**src/design/mks_consts.svh**
```systemverilog
/*
 * constants for the matrix keypad scanner: matrix size, code widths, timing.
 * assumes it is included by its bare name from the package and the design.
 */
`ifndef MKS_CONSTS_SVH
`define MKS_CONSTS_SVH

// matrix layout
`define MKS_ROWS 4
`define MKS_COLS 4
`define MKS_ROW_W 2
`define MKS_CODE_W 5
`define MKS_CNT_W 8
// settle time after a row is driven, ns, and its cycle count at 4 ns per clock
`define MKS_SETTLE_NS 40
`define MKS_CLK_NS 4
`define MKS_SETTLE_CYC ((`MKS_SETTLE_NS + `MKS_CLK_NS - 1) / `MKS_CLK_NS)
`define MKS_SETTLE_W 4
// flops between a column pin and the first logic that reads it
`define MKS_SYNC_STAGES 2

`endif

```
**src/design/mks_pkg.sv**
```systemverilog
/*
 * types shared by the matrix keypad scanner.
 * assumes mks_consts.svh is on the include path.
 */
`include "mks_consts.svh"

package mks_pkg;
    // scanner sequencing states
    typedef enum logic [1:0] {
        MKS_DRIVE = 2'b00,
        MKS_SAMPLE = 2'b01,
        MKS_ROWRD = 2'b10
    } mks_state_t;

    // host side row read request
    typedef struct packed {
        logic valid;
        logic [`MKS_ROW_W-1:0] row;
    } mks_row_req_t;

    // host side row read answer
    typedef struct packed {
        logic valid;
        logic [`MKS_COLS-1:0] cols;
    } mks_row_rsp_t;

    // layout report
    typedef struct packed {
        logic [`MKS_CNT_W-1:0] rows;
        logic [`MKS_CNT_W-1:0] cols;
    } mks_layout_t;
endpackage

```
**src/design/mks_scanner.sv**
```systemverilog
/*
 * matrix keypad scanner: drives rows low in turn, senses columns, reports
 * the first pressed key as a scan code and serves single row reads.
 * assumes a passive switch matrix with column pull-ups and one clock.
 * assumes row_req comes from logic on clk, so it is read without syncing,
 * and that the host waits for each row answer before asking again.
 * the column lines are asynchronous and pass two flops before any use.
 * keys must stay put for about one full scan to be seen reliably.
 */
// Operation
// - drive one row low at a time, sample all columns, then next row
// - rows and columns numbered from zero, one line per logical row or column
// - scan code equals row times columns plus column plus one
// - code zero means no key; a full scan with no key gives zero
// - several keys pressed: report the first in row-major order
// - row read selects only that row, returns held-key column mask
// - report row and column counts equal to the bus widths
`timescale 1ns/1ns
`include "mks_consts.svh"

module mks_scanner (
    input wire logic clk,
    input wire logic reset,
    input mks_pkg::mks_row_req_t row_req,
    input wire logic [`MKS_COLS-1:0] col_sense_n,
    output logic [`MKS_ROWS-1:0] row_drive_n,
    output logic [`MKS_CODE_W-1:0] key_code,
    output mks_pkg::mks_row_rsp_t row_rsp,
    output mks_pkg::mks_layout_t layout
);
    import mks_pkg::*;

    // ************************************************************
    // column synchroniser
    // ************************************************************
    logic [`MKS_COLS-1:0] col_meta_reg;
    logic [`MKS_COLS-1:0] col_sync_reg;

    // two flops because the switches are asynchronous to clk
    // reset loads the idle high level so no false press follows reset
    always_ff @(posedge clk) begin
        if (reset) begin
            col_meta_reg <= {`MKS_COLS{1'b1}};
            col_sync_reg <= {`MKS_COLS{1'b1}};
        end else begin
            col_meta_reg <= col_sense_n;
            col_sync_reg <= col_meta_reg;
        end
    end

    // ************************************************************
    // scan sequencer
    // ************************************************************
    // sequencer position and row timing
    mks_state_t state_reg, state_next;
    logic [`MKS_ROW_W-1:0] row_reg, row_next;
    logic [`MKS_SETTLE_W-1:0] wait_reg, wait_next;
    logic [`MKS_ROWS-1:0] drive_reg, drive_next;
    // scan results: code of the last full scan, first hit of this one
    logic [`MKS_CODE_W-1:0] code_reg, code_next;
    logic [`MKS_CODE_W-1:0] found_reg, found_next;
    // one outstanding row read and its answer
    logic [`MKS_ROW_W-1:0] rd_row_reg, rd_row_next;
    logic pend_reg, pend_next;
    mks_row_rsp_t rsp_reg, rsp_next;
    // column decode of the row now driven
    logic [`MKS_COLS-1:0] pressed;
    logic hit;
    logic [`MKS_CODE_W-1:0] hit_code;

    // the wait covers the synchroniser flops plus wiring settle time;
    // a shorter wait would read the previous row's columns
    localparam logic [`MKS_SETTLE_W-1:0] SETTLE =
        `MKS_SETTLE_W'(`MKS_SETTLE_CYC + `MKS_SYNC_STAGES);

    // ************************************************************
    // column decode
    // ************************************************************
    // low column means pressed
    assign pressed = ~col_sync_reg;

    // lowest pressed column wins
    // scanning downwards lets the lowest column overwrite higher ones
    always_comb begin
        // defaults: no hit on this row
        hit = 1'b0;
        hit_code = '0;
        for (int c = `MKS_COLS - 1; c >= 0; c--) begin
            if (pressed[c]) begin
                hit = 1'b1;
                hit_code = `MKS_CODE_W'(row_reg * `MKS_COLS + c + 1);
            end
        end
    end

    // next-state logic; a row read is served between two row visits
    always_comb begin
        // hold everything by default; the answer is a one-cycle pulse
        state_next = state_reg;
        row_next = row_reg;
        wait_next = wait_reg;
        drive_next = drive_reg;
        code_next = code_reg;
        found_next = found_reg;
        rd_row_next = rd_row_reg;
        pend_next = pend_reg;
        rsp_next = '0;
        // take a row read only when none is open; extra ones are dropped
        if (row_req.valid && !pend_reg) begin
            pend_next = 1'b1;
            rd_row_next = row_req.row;
        end
        unique case (state_reg)
            MKS_DRIVE: begin
                // pull the next row low and start its settle wait
                // row r low alone
                drive_next = ~(`MKS_ROWS'(1) << row_reg);
                wait_next = SETTLE;
                state_next = MKS_SAMPLE;
            end
            MKS_SAMPLE: begin
                // count down the settle wait, then read the columns
                if (wait_reg != '0) begin
                    wait_next = wait_reg - 1'b1;
                end else begin
                    if (hit && found_reg == '0) begin
                        found_next = hit_code;
                    end
                    // last row: publish the scan and restart at row 0
                    if (row_reg == `MKS_ROW_W'(`MKS_ROWS - 1)) begin
                        code_next = (hit && found_reg == '0) ? hit_code : found_reg;
                        found_next = '0;
                        row_next = '0;
                    end else begin
                        row_next = row_reg + 1'b1;
                    end
                    drive_next = {`MKS_ROWS{1'b1}};
                    // a read waiting now is served before the next row visit
                    if (pend_next) begin
                        state_next = MKS_ROWRD;
                        drive_next = ~(`MKS_ROWS'(1) << rd_row_next);
                        wait_next = SETTLE;
                    end else begin
                        state_next = MKS_DRIVE;
                    end
                end
            end
            MKS_ROWRD: begin
                // host read: same settle wait as a scan visit
                if (wait_reg != '0) begin
                    wait_next = wait_reg - 1'b1;
                end else begin
                    // answer stands one cycle; rows go high again
                    // mask bit c set when held
                    rsp_next.valid = 1'b1;
                    rsp_next.cols = pressed;
                    pend_next = 1'b0;
                    drive_next = {`MKS_ROWS{1'b1}};
                    state_next = MKS_DRIVE;
                end
            end
            default: begin
                // the unused code falls back to driving
                state_next = MKS_DRIVE;
            end
        endcase
    end

    // registers of the sequencer
    // reset parks every row high so no key reads as pressed
    always_ff @(posedge clk) begin
        if (reset) begin
            state_reg <= MKS_DRIVE;
            row_reg <= '0;
            wait_reg <= '0;
            drive_reg <= {`MKS_ROWS{1'b1}};
            code_reg <= '0;
            found_reg <= '0;
            rd_row_reg <= '0;
            pend_reg <= 1'b0;
            rsp_reg <= '0;
        end else begin
            state_reg <= state_next;
            row_reg <= row_next;
            wait_reg <= wait_next;
            drive_reg <= drive_next;
            code_reg <= code_next;
            found_reg <= found_next;
            rd_row_reg <= rd_row_next;
            pend_reg <= pend_next;
            rsp_reg <= rsp_next;
        end
    end

    // ************************************************************
    // outputs
    // ************************************************************
    mks_layout_t layout_reg, layout_next;

    always_comb begin
        layout_next.rows = `MKS_CNT_W'(`MKS_ROWS);
        layout_next.cols = `MKS_CNT_W'(`MKS_COLS);
    end

    // the counts read zero in reset so a host can tell it is not running yet
    always_ff @(posedge clk) begin
        if (reset) begin
            layout_reg <= '0;
        end else begin
            layout_reg <= layout_next;
        end
    end

    // every output is a register, so the pins never glitch
    assign row_drive_n = drive_reg;
    assign key_code = code_reg;
    assign row_rsp = rsp_reg;
    assign layout = layout_reg;
endmodule

```
**config.mk**
```make
export PLATFORM = sky130hd
export DESIGN_NAME = mks_scanner
export DESIGN_NICKNAME = d
export VERILOG_FILES = /design/src/design/mks_pkg.sv /design/src/design/mks_scanner.sv
export VERILOG_INCLUDE_DIRS = /design/src /design/src/design
export SDC_FILE = /design/constraint.sdc
export NUM_CORES = 1
export LEC_CHECK = 0
export BUFFER_PORTS_ARGS = -buffer_cell sky130_fd_sc_hd__clkbuf_2
export CAP_MARGIN = 25
export CORE_AREA = 2 2 65 67
export DETAILED_ROUTE_END_ITERATION = 16
export DIE_AREA = 0 0 67 69
export GPL_ROUTABILITY_DRIVEN = 0
export GPL_TIMING_DRIVEN = 0
export MAX_ROUTING_LAYER = met4
export PLACE_DENSITY = 0.76
export SLEW_MARGIN = 15
export SYNTH_ARGS = -nofsm -noshare
export SYNTH_HDL_FRONTEND = slang
export SYNTH_SLANG_ARGS = --single-unit
```
**constraint.sdc**
```tcl
create_clock -name clk -period 1.9 [get_ports clk]
set_clock_uncertainty 0.05 [all_clocks]
set_input_delay 0.285 -clock clk [delete_from_list [all_inputs] [get_ports clk]]
set_output_delay 0.285 -clock clk [all_outputs]
set_load 0.01 [all_outputs]
```
# Yosys cells after proc, flatten, opt, wreduce, memory -nomap -nowiden
# Cells that the tools add are included.
[word_totals]
ff_bits = 54
out_inout_bits = 30
[op_classes]
n_addsub = 8
n_eq_ne = 7
shifts = 2
mux = 29
bitwise_logic = 5
n_reduce_logical = 14
[op_table]
columns = ["op", "count"]
rows = [
  ["5-bit two-way mux", 7],
  ["4-bit two-way mux", 6],
  ["4-bit one-hot mux with 3 select lines", 2],
  ["5-bit by 1-bit adder with 5-bit output (second input constant)", 3],
  ["4-bit NOT", 3],
  ["11-bit two-way mux", 1],
  ["4-bit by 2-bit adder with 5-bit output (second input constant)", 2],
  ["2-bit two-way mux", 5],
  ["3-bit AND reduction", 3],
  ["1-bit by 2-bit left shift with 4-bit output (first input constant)", 2],
  ["1-bit two-way mux", 7],
  ["2-bit != test (second input constant)", 3],
  ["2-bit one-hot mux with 3 select lines", 1],
  ["4-bit by 1-bit adder with 5-bit output (second input constant)", 1],
  ["5-bit logical NOT", 1],
  ["2-bit equality test (second input constant)", 2],
  ["2-bit AND reduction", 2],
  ["4-bit nonzero test", 1],
  ["4-bit by 1-bit subtractor with 4-bit output (second input constant)", 1],
  ["3-bit != test (second input constant)", 1],
  ["3-bit nonzero test", 1],
  ["3-bit OR reduction", 1],
  ["2-bit by 1-bit adder with 2-bit output (second input constant)", 1],
  ["2-bit by 1-bit equality test with 1-bit output (second input constant)", 1],
  ["5 further kinds", 7],
]

# Logic depth before layout (Yosys ltp)
# Gate-level depths: netlist of run 1.
[depth]
depth_word = 8
depth_mapped = 7
ltp_nobuf = 6

# Worst setup path before layout of run 1
# OpenSTA, ideal clock, no wires.
[synth_timing]
path_kind = "reg-to-reg"
start = "register state_reg[0]"
end = "register drive_reg[2] (netlist: row_drive_n[2])"
setup_time_ns = 0.122
arrival_time_ns = 1.794
required_time_ns = 1.728
setup_slack_ns = -0.066
path_stages_with_launch = 7
n_path_buf = 0
path_cell_list = "dfxtp_1 inv_1 ha_1 or2_2 a21oi_2 mux2_1 o32a_1"
[synth_between]
elab_chain_cells = 3
[synth_rtl]
columns = ["item", "line_no", "rtl"]
rows = [
  ["from (decl)", "mks_scanner.sv:55", "mks_state_t state_reg, state_next;"],
  ["from (signal assigned)", "mks_scanner.sv:183", "state_reg <= state_next;"],
  ["2-bit by 1-bit equality test with 1-bit output (tied with other cells)", "mks_scanner.sv:113", "unique case (state_reg)"],
  ["2-bit != test (no source line) / 3-bit nonzero test (equally long branches)", "-", ""],
  ["3-bit AND reduction (no source line)", "-", ""],
  ["to (signal assigned)", "mks_scanner.sv:176", "drive_reg <= {`MKS_ROWS{1'b1}};"],
  ["to (signal assigned)", "mks_scanner.sv:186", "drive_reg <= drive_next;"],
  ["to (decl)", "mks_scanner.sv:58", "logic [`MKS_ROWS-1:0] drive_reg, drive_next;"],
]
# Several ways; a longest one is shown, not always the timed one.
# A chain may end at the register's enable or synchronous reset.

# Worst setup path after layout of run 1
[layout_timing]
start = "register wait_reg[0]"
end = "register drive_reg[2] (netlist: row_drive_n[2])"
[layout_between]
elab_chain_cells = 3
[layout_rtl]
columns = ["item", "line_no", "rtl"]
rows = [
  ["from (decl)", "mks_scanner.sv:57", "logic [`MKS_SETTLE_W-1:0] wait_reg, wait_next;"],
  ["from (signal assigned)", "mks_scanner.sv:185", "wait_reg <= wait_next;"],
  ["4-bit nonzero test (*)", "mks_scanner.sv:123, mks_scanner.sv:150", ""],
  ["2-bit != test (no source line)", "-", ""],
  ["3-bit AND reduction (no source line) (*)", "-", ""],
]
# Mark *: on every way between the ends. The rest lies on a longest branch, timed or not.

==> results of run 1 <==
==> cells in the mapped netlist (all sizes together) (2+ instances only) <==
library cell  number
dfxtp             39
o32a               2
mux2               3
buf               16
or4                2
nand2b             2
clkbuf             3
inv                9
or2               11
nand3b             3
nand2             12
o21ai             12
ha                 9
nor2b              2
nand3              3
a21oi             12
mux2i              8
a31oi              5
nor2              20
==> kinds of logic after synthesis <==
family                   after synthesis
AO/OA/AOI/OAI                         41
XOR/XNOR                               2
adder cells (fa/ha/maj)                9
buffers and inverters                 29
flip-flops                            39
multiplexers                          11
other                                  1
AND/OR/NAND/NOR                       61
==> per-stage QoR <==
stage / worst slack [ps] / TNS [ps] / hold WS [ps] / utilization, %
floorplan: 0.115 / 0 / 339 / -
finish: 57.6 / 0 / 116 / 58.7
global route: -2.71 / -5.12 / 119 / 58.7
CTS: 15.1 / 0 / 112 / 57.3
global placement: -150 / -370 / 343 / 52.1
detailed placement: -147 / -567 / 347 / 52.1
==> worst max path at each step <==
stage	slack [ps]	endpoint	depth (start not counted)	startpoint
CTS	20	row_drive_n[2]	6	state_reg[1]
floorplan	0.1	row_drive_n[2]	6	wait_reg[0]
detailed placement	-150	row_drive_n[2]	6	wait_reg[0]
global placement	-150	row_drive_n[2]	6	wait_reg[0]
global route	-3	found_reg[0]	6	state_reg[1]
finish	60	row_drive_n[2]	6	wait_reg[0]
==> power breakdown <==
part           total (W)  switching [W]  internal, W
sequential       0.00106       0.000117     0.000940
combinational    0.00126       0.000640     0.000617
clock           0.000692       0.000301     0.000391
total            0.00301        0.00106      0.00195
==> metal layers <==
| layer | part of all wire [%] | vias to the layer above | GRT usage [%] |
|---|---|---|---|
| li1 | - | 745 | - |
| met1 | 44 | 694 | 19.8 |
| met2 | 50 | 30 | 29.8 |
| met3 | 4.2 | 6 | 4.57 |
| met4 | 1.7 | 0 | 7.03 |
| met5 | 0 | - | - |
==> placed cells by master (no fill, tap or decap), types with 2 or more instances in the layout <==
| cell | Yosys | routed |
|---|---|---|
| nor2b_1 | 2 | 2 |
| buf_4 | 15 | 25 |
| dfxtp_4 | 0 | 2 |
| nand3_1 | 3 | 2 |
| clkbuf_2 | 0 | 24 |
| dfxtp_1 | 39 | 36 |
| inv_2 | 0 | 2 |
| clkbuf_8 | 0 | 5 |
| nor2_1 | 18 | 18 |
| inv_1 | 9 | 7 |
| nand2b_1 | 2 | 2 |
| nand2_1 | 12 | 12 |
| mux2_1 | 2 | 2 |
| or2_2 | 11 | 10 |
| o21ai_1 | 7 | 7 |
| nand3b_1 | 3 | 3 |
| o32a_1 | 2 | 2 |
| a21oi_1 | 11 | 11 |
| a31oi_1 | 5 | 5 |
| ha_4 | 0 | 2 |
| clkbuf_1 | 3 | 2 |
| o21ai_0 | 5 | 5 |
| mux2i_1 | 8 | 8 |
| conb_1 | 1 | 14 |
| ha_1 | 9 | 6 |
==> cell type report <==
cell class                 count  share of cell area (%)
sequential                    39                    34.4
clock inverter                 3                    1.91
inverter                      10                    1.63
tap                           50                    2.72
timing repair buffer          34                    8.50
clock buffer                   5                    3.00
buffer                        19                    5.78
multi-input combinational    138                    42.1
==> what timing repair did <==
item | 4_1_cts | 5_1_grt
buffers inserted | 6 | 4
pin swaps | 3 | 6
gates resized for setup | 12 | 8
hold buffers | 0 | 0
setup endpoints to repair | 7 | 11
==> results.yml, run 1 <==
cts:
  insertion_delay_ps: 300
  numCtsBuffers: 5
  cts_buffer_depth: 2
  cts_htree_levels: 2
  clockRootBuffer: "clkbuf_8"
  cts_tree: "built"
  cts.sinks: 39
  clkSlewWorstSetupHoldPaths_ps: 80
worst_setup_path:
  r2r-start: "wait_reg[0]"
  path_buf_inv: 1
  rrSetupSlack_ps: 60
  reg2reg_to: "row_drive_n[2]"
  critical_path.top_delay_family: "simple AND/OR/NAND/NOR gates"
  cp-start-kind: "flop"
  end_kind: "flop"
  path_max_fanout: 5
  worst_path_max_delay_cell: "or3b_4"
  r2r_cells: 6
  worstSetupPathType: "reg -> reg"
  cp_cell_sequence: "inv_2 > ha_4 > or3b_4 > a21oi_4 > mux2_1 > o32a_1"
  critPathMaxStageDelay_ps: 400
  crit_required_ps: 2040
  arrival_ps: 1980
floorplan:
  fp.dieW_um: 67
  dieArea_um2: 4620
  start_util_pct: 45.8
  core.rowCount: 23
  die_h_um: 69
  num_io_pins: 39
  core_area_um2: 3910
pwr:
  total_power_w: 0.00301
  vdd_ir_drop_max_mv: 0.593
  leakage_nw: 1.02
  powerDensity_nw_per_um2: 1310
synth:
  ys.flop_type: "dfxtp_1"
  synth_compound_area_share_pct: 15.0
  postSynthCellCount: 193
  ys_types: 44
  ys_seq_area_share_pct: 43.6
  synthArstFlopShare_pct: 0
  synth-seq-cells: 39
  yosysWarnings: 0
  synthMuxAreaShare_pct: 6.35
  synth_top_family_by_area: "simple AND/OR/NAND/NOR gates"
  synthAdderAreaFrac_pct: 6.28
  synth_area_leader_cell: "dfxtp_1"
  synth.area.top_cells: "dfxtp_1 (44%), buf_4 (6.3%), ha_1 (6.3%)"
  synth_edf_count: 0
  syn_area_um2: 1790
  syn_area_per_cell_um2: 9.28
  synth_xor_area_share_pct: 0.978
  synth.top_cell.area_share_pct: 43.6
  synth-simple-area-share_pct: 18.4
global_route:
  grt_max_degree: 14
  grt_pass1_wl_um: 6180
  grt_pass1_vias: 1391
  antenna_found_initial: 0
  grt_overflow_total: 0
  track_usage_pct: 17.8
worst_hold_path:
  hp-start: "col_sense_n[1]"
  hold_end: "col_meta_reg[1]"
  whs_path_depth: 2
  hp-class: "in -> reg"
detailed_routing:
  wirelength_um: 3720
  drt-pass1-iter-count: 4
  routedWlPerCell_um: 12.5
  dr_total_vias: 1475
  drt_iter0_markers: 73
  drt-vias-per-instance: 4.95
  drc: 0
  ant_nets: 0
final_layout:
  nFillCells: 356
  diodes: 0
  regArea_um2: 790
  design_area_um2: 2300
  final_cells: 298
  multi_input_area_um2: 966
  fin_nets: 265
  area_growth_pct: 28.1
  layout-drive-gt1-share_pct: 35.5
sta:
  hold_viol_final: 0
  fmax_mhz: 543
  grt_setup_unrepaired: "yes"
  maxSlewHeadroom_pct: 65.8
  finalCriticalPeriod_ps: 1840
  finalSetupViolCount: 0
  min_period_over_period_pct: 97.0
  tightest_slew_ps: 513
  maxSlewViolCount: 0
placement:
  place_hpwl_um: 2470
  placedCellCount: 280
  io_buffers: 24
  dpl_cell_area_um2: 2040
run:
  cap_violations: 0
status:
  outcome: "completed"
Power figures use the tool's default switching activity.
==> run 2: changes to the inputs <==
--- a/config.mk
+++ b/config.mk
@@ -8,14 +8,13 @@
 export LEC_CHECK = 0
 export BUFFER_PORTS_ARGS = -buffer_cell sky130_fd_sc_hd__clkbuf_2
 export CAP_MARGIN = 25
-export CORE_AREA = 2 2 65 67
+export CORE_AREA = 2 2 70 72
 export DETAILED_ROUTE_END_ITERATION = 16
-export DIE_AREA = 0 0 67 69
+export DIE_AREA = 0 0 72 74
 export GPL_ROUTABILITY_DRIVEN = 0
 export GPL_TIMING_DRIVEN = 0
 export MAX_ROUTING_LAYER = met4
-export PLACE_DENSITY = 0.76
-export SLEW_MARGIN = 15
+export PLACE_DENSITY = 0.67
 export SYNTH_ARGS = -nofsm -noshare
 export SYNTH_HDL_FRONTEND = slang
 export SYNTH_SLANG_ARGS = --single-unit
==> run 2 against run 1 <==
  * Routed wire length decreased by 6.2%
  * Register-to-register slack got worse by 30 ps
  * Final area increased by 0.65%
  * Clock power decreased by 1%
  * Sequential power about the same
  * Via count decreased by 1.3%
  * Utilization decreased by 8.4 points
  * Hold slack improved by 8.5 ps
  * Critical path depth unchanged
  * Global-route usage decreased by 3.6 points
  * Combinational power about the same
  * Critical path type unchanged
==> results.yml, run 2 (synthesized netlist as in run 1, its figures left out) <==
status:
  outcome: "completed"
cts:
  cts_htree_levels: 2
  cts_tree: "built"
  cts_buffer_depth: 2
  clockRootBuffer: "clkbuf_8"
  cts.sinks: 39
  numCtsBuffers: 5
  clkSlewWorstSetupHoldPaths_ps: 80
  cts_hold_buf: 0
  insertion_delay_ps: 290
global_route:
  grt_pass1_wl_um: 5680
  grt_overflow_total: 0
  grt_max_degree: 14
  antenna_found_initial: 0
  grt_pass1_vias: 1264
  track_usage_pct: 14.2
pwr:
  leakage_nw: 1.02
  vdd_ir_drop_max_mv: 0.452
  total_power_w: 0.00301
  powerDensity_nw_per_um2: 1300
final_layout:
  diodes: 0
  nFillCells: 423
  area_growth_pct: 29.0
  final_cell_mix: "dfxtp_1 (35), buf_4 (24), clkbuf_2 (24)"
  fin_nets: 265
  layout_commonest_cell: "dfxtp_1"
  design_area_um2: 2310
  multi_input_area_um2: 971
  regArea_um2: 791
  layout-drive-gt1-share_pct: 36.3
worst_setup_path:
  rrSetupSlack_ps: 30
  critical_path.top_delay_family: "simple AND/OR/NAND/NOR gates"
  cp_cell_sequence: "buf_4 > ha_4 > nor2_4 > nor2_2 > or4_4 > o32a_1"
  critPathMaxStageDelay_ps: 490
  arrival_ps: 2000
  worst_path_max_delay_cell: "or4_4"
  end_kind: "flop"
  r2r-start: "state_reg[1]"
  path_buf_inv: 1
  r2r_cells: 6
  crit_required_ps: 2030
  path_max_fanout: 8
  cp-start-kind: "flop"
  worstSetupPathType: "reg -> reg"
  reg2reg_to: "row_drive_n[2]"
detailed_routing:
  drt-pass1-iter-count: 4
  drt_iter0_markers: 58
  drt-vias-per-instance: 4.82
  ant_nets: 0
  dr_total_vias: 1456
  drc: 0
  wirelength_um: 3490
  routedWlPerCell_um: 11.6
sta:
  finalCriticalPeriod_ps: 1870
  finalSetupViolCount: 0
  maxSlewViolCount: 0
  maxSlewHeadroom_pct: 64.7
  fmax_mhz: 535
  grt_setup_unrepaired: "yes"
  min_period_over_period_pct: 98.4
  tightest_slew_ps: 529
  hold_viol_final: 0
placement:
  io_buffers: 24
  place_hpwl_um: 2410
  dpl_cell_area_um2: 2050
floorplan:
  fp.dieW_um: 72
  core_area_um2: 4600
  core.rowCount: 25
  num_io_pins: 39
  dieArea_um2: 5330
  die_h_um: 74
  start_util_pct: 39.0
worst_hold_path:
  hp-start: "col_sense_n[1]"
  hp-class: "in -> reg"
  whs_path_depth: 2
  hold_end: "col_meta_reg[1]"
run:
  cap_violations: 0
run 2: changes by cell type in the layout (fill, tap and decap cells not counted):
cell | previous run | this run
inv_2 | 2 | 3
dfxtp_1 | 36 | 35
ha_4 | 2 | 3
nand3_2 | 1 | 0
buf_6 | 0 | 1
and4bb_1 | 1 | 0
and4bb_2 | 0 | 1
dfxtp_2 | 1 | 2
inv_1 | 7 | 6
ha_2 | 1 | 0
nand3_1 | 2 | 3
buf_4 | 25 | 24
run 2: cell type report:
| class | count | area share (%) |
|---|---|---|
| flip-flops and latches | 39 | 34.2 |
| plain buffers | 19 | 5.74 |
| clock buffers | 5 | 2.98 |
| clock inverters | 3 | 1.89 |
| well taps | 54 | 2.92 |
| repair buffers | 34 | 8.61 |
| inverters | 10 | 1.62 |
| multi-input cells | 138 | 42.0 |
run 2: what timing repair did:
action	CTS	global route
setup endpoints to repair	5	6
pin swaps	3	6
gates resized for setup	7	17
endpoints found under the hold margin	0	0
setup buffers	6	4
run 2: worst max-delay path by stage:
stage                  from             end  slack (ps)  cells past startpoint
2_1_floorplan   wait_reg[0]  row_drive_n[2]         0.1                      6
3_3_place_gp    wait_reg[0]  row_drive_n[2]        -160                      6
3_5_place_dp    wait_reg[0]  row_drive_n[2]        -160                      6
4_1_cts        state_reg[0]  row_drive_n[3]          10                      6
5_1_grt         wait_reg[1]  row_drive_n[2]         -20                      6
6_report       state_reg[1]  row_drive_n[2]          30                      6
run 2: layer usage:
layer  part of all wire, %  vias to the layer above  GRT usage (%)
li1                      -                      750              -
met1                    46                      655           17.0
met2                    46                       46           22.4
met3                   5.9                        5           4.61
met4                   1.5                        0           5.24
met5                     0                        -              -
run 2: power breakdown:
group	internal [W]	switching (W)	total [W]
registers	0.000941	0.000118	0.00106
clock network	0.000391	0.000292	0.000683
logic	0.000642	0.000628	0.00127
total	0.00197	0.00104	0.00301
run 2: worst register-to-register path: cells and delay by family (launching register included):
family	cells	cell delay [ps]
adder cells (fa/ha/maj)	1	190
AO/OA/AOI/OAI	1	350
buffers and inverters	1	140
AND/OR/NAND/NOR	3	680
flip-flops	1	360
run 2: metrics by stage:
stage	setup slack, ps	TNS (ps)	hold WS, ps	std cells	util [%]
after floorplan	0.115	0	339	206	-
after global placement	-163	-444	343	284	44.5
after detailed placement	-162	-523	347	284	44.5
after CTS	11.9	0	116	298	48.6
after global routing	-23.5	-33.0	114	302	50.3
final	30.6	0	124	302	50.3
==> run 3: changes to the inputs <==
--- a/config.mk
+++ b/config.mk
@@ -11,10 +11,9 @@
 export CORE_AREA = 2 2 70 72
 export DETAILED_ROUTE_END_ITERATION = 16
 export DIE_AREA = 0 0 72 74
-export GPL_ROUTABILITY_DRIVEN = 0
 export GPL_TIMING_DRIVEN = 0
 export MAX_ROUTING_LAYER = met4
-export PLACE_DENSITY = 0.67
+export PLACE_DENSITY_LB_ADDON = 0.3
 export SYNTH_ARGS = -nofsm -noshare
 export SYNTH_HDL_FRONTEND = slang
 export SYNTH_SLANG_ARGS = --single-unit
==> run 3 against run 2 <==
  * Final area down 3.1%
  * Non-clock buffer count fell by 3
  * Power down 8.1%
  * Via count fell by 3.7%
  * Clock power shrank 21%
  * First-iteration DRC count rose by 74%
  * Setup slack improved by 10 ps
  * Maximum frequency rose by 0.56%
  * Sequential cell count unchanged
  * Critical path type unchanged
  * Critical endpoint unchanged
==> results.yml, run 3 (synthesized netlist as in run 1, its figures left out) <==
sta:
  tightest_slew_ps: 548
  finalCriticalPeriod_ps: 1860
  fin_ws_ps: 40.9
  finalSetupViolCount: 0
  min_period_over_period_pct: 97.8
  maxSlewViolCount: 0
  fin_hold_ws_ps: 123
  grt_setup_unrepaired: "yes"
  fmax_mhz: 538
  hold_viol_final: 0
  maxSlewHeadroom_pct: 63.5
detailed_routing:
  dr_total_vias: 1402
  drt_iter0_markers: 101
  drt-vias-per-instance: 4.69
  ant_nets: 0
  drt-pass1-iter-count: 4
  wirelength_um: 3440
  drc: 0
  routedWlPerCell_um: 11.5
worst_setup_path:
  worstSetupPathType: "reg -> reg"
  cp-start-kind: "flop"
  r2r_cells: 6
  arrival_ps: 1990
  end_kind: "flop"
  rrSetupSlack_ps: 40
  r2r-start: "wait_reg[0]"
  crit_required_ps: 2030
  path_max_fanout: 5
  reg2reg_to: "row_drive_n[2]"
floorplan:
  num_io_pins: 39
  die_h_um: 74
  start_util_pct: 39.0
  dieArea_um2: 5330
  fp.dieW_um: 72
  core_area_um2: 4600
  core.rowCount: 25
final_layout:
  fin_nets: 262
  nFillCells: 429
  layout-drive-gt1-share_pct: 33.5
  final_cell_mix: "dfxtp_1 (37), clkbuf_2 (25), buf_4 (22)"
  layout_commonest_cell: "dfxtp_1"
  diodes: 0
  area_growth_pct: 25.0
pwr:
  total_power_w: 0.00277
  leakage_nw: 0.988
  vdd_ir_drop_max_mv: 0.397
  powerDensity_nw_per_um2: 1240
cts:
  cts_htree_levels: 2
  numCtsBuffers: 5
  cts_tree: "built"
  clockRootBuffer: "clkbuf_8"
  cts_buffer_depth: 2
  clkSlewWorstSetupHoldPaths_ps: 80
  cts.sinks: 39
  insertion_delay_ps: 290
global_route:
  track_usage_pct: 14.6
  grt_max_degree: 13
  grt_overflow_total: 0
  antenna_found_initial: 0
  grt_pass1_wl_um: 5730
  grt_pass1_vias: 1248
status:
  outcome: "completed"
placement:
  io_buffers: 24
  place_hpwl_um: 2420
  globalplace.congestion: 0.898
  place_ws_ps: -160
worst_hold_path:
  hp-class: "in -> reg"
  hp-start: "col_sense_n[1]"
  hold_end: "col_meta_reg[1]"
  whs_path_depth: 2
run:
  cap_violations: 0
[run 3: cell types whose count changed in the layout (fill, tap and decap cells not counted), sizes merged]
| cell | previous run | this run |
|---|---|---|
| bufinv | 1 | 0 |
| clkinvlp | 0 | 1 |
| buf | 26 | 23 |
| clkinv | 3 | 2 |
| clkbuf | 32 | 33 |
[run 3: layout make-up]
type	count	area [um2]	share of cell area (%)
Buffer	19	130	5.81
Clock buffer	6	72.6	3.24
Clock inverter	2	12.5	0.559
Inverter	10	37.5	1.68
Multi-Input combinational cell	138	963	43.0
Sequential cell	39	783	35.0
Tap cell	54	67.6	3.02
Timing Repair Buffer	31	173	7.71
[run 3: through the flow]
step                utilization [%]  cells  TNS, ps  instance area [um2]
floorplan                         -    206        0                 1860
global placement               44.5    284     -500                 2050
detailed placement             44.5    284     -525                 2050
CTS                            48.2    299        0                 2210
global route                   48.7    299    -92.5                 2240
finish                         48.7    299        0                 2240
[run 3: power by group]
part           total (W)  leakage [nW]  internal [W]  switching (W)
combinational    0.00118         0.627      0.000579       0.000603
sequential       0.00105         0.320      0.000934       0.000113
clock           0.000539        0.0412      0.000256       0.000283
[run 3: worst max path at each step]
| stage | startpoint | end | depth (start not counted) |
|---|---|---|---|
| final | wait_reg[0] | row_drive_n[2] | 6 |
| after global routing | state_reg[1] | found_reg[0] | 6 |
| after CTS | wait_reg[0] | row_drive_n[2] | 6 |
| after detailed placement | wait_reg[0] | row_drive_n[2] | 6 |
| after global placement | wait_reg[0] | row_drive_n[2] | 6 |
| after floorplan | wait_reg[0] | row_drive_n[2] | 6 |
[run 3: timing repair]
action | 4_1_cts | 5_1_grt
hold buffers | 0 | 0
buffers inserted | 7 | 0
endpoints found under the setup margin | 6 | 13
pin swaps | 3 | 2
gates resized for setup | 7 | 7
[run 3: per-layer routing]
metal | vias up | global-route usage (%) | part of all wire, %
met5 | - | - | 0
met4 | 0 | 6.71 | 1.8
met3 | 5 | 4.74 | 5.8
met2 | 48 | 22.2 | 45
met1 | 606 | 17.5 | 47
li1 | 743 | - | -
[run 3: critical path, cell delays in order (launching register included)]
cell	delay, ps
dfxtp_1	340
inv_2	80
ha_4	150
nor3b_4	210
nor2_2	80
or4_4	490
o32a_1	350
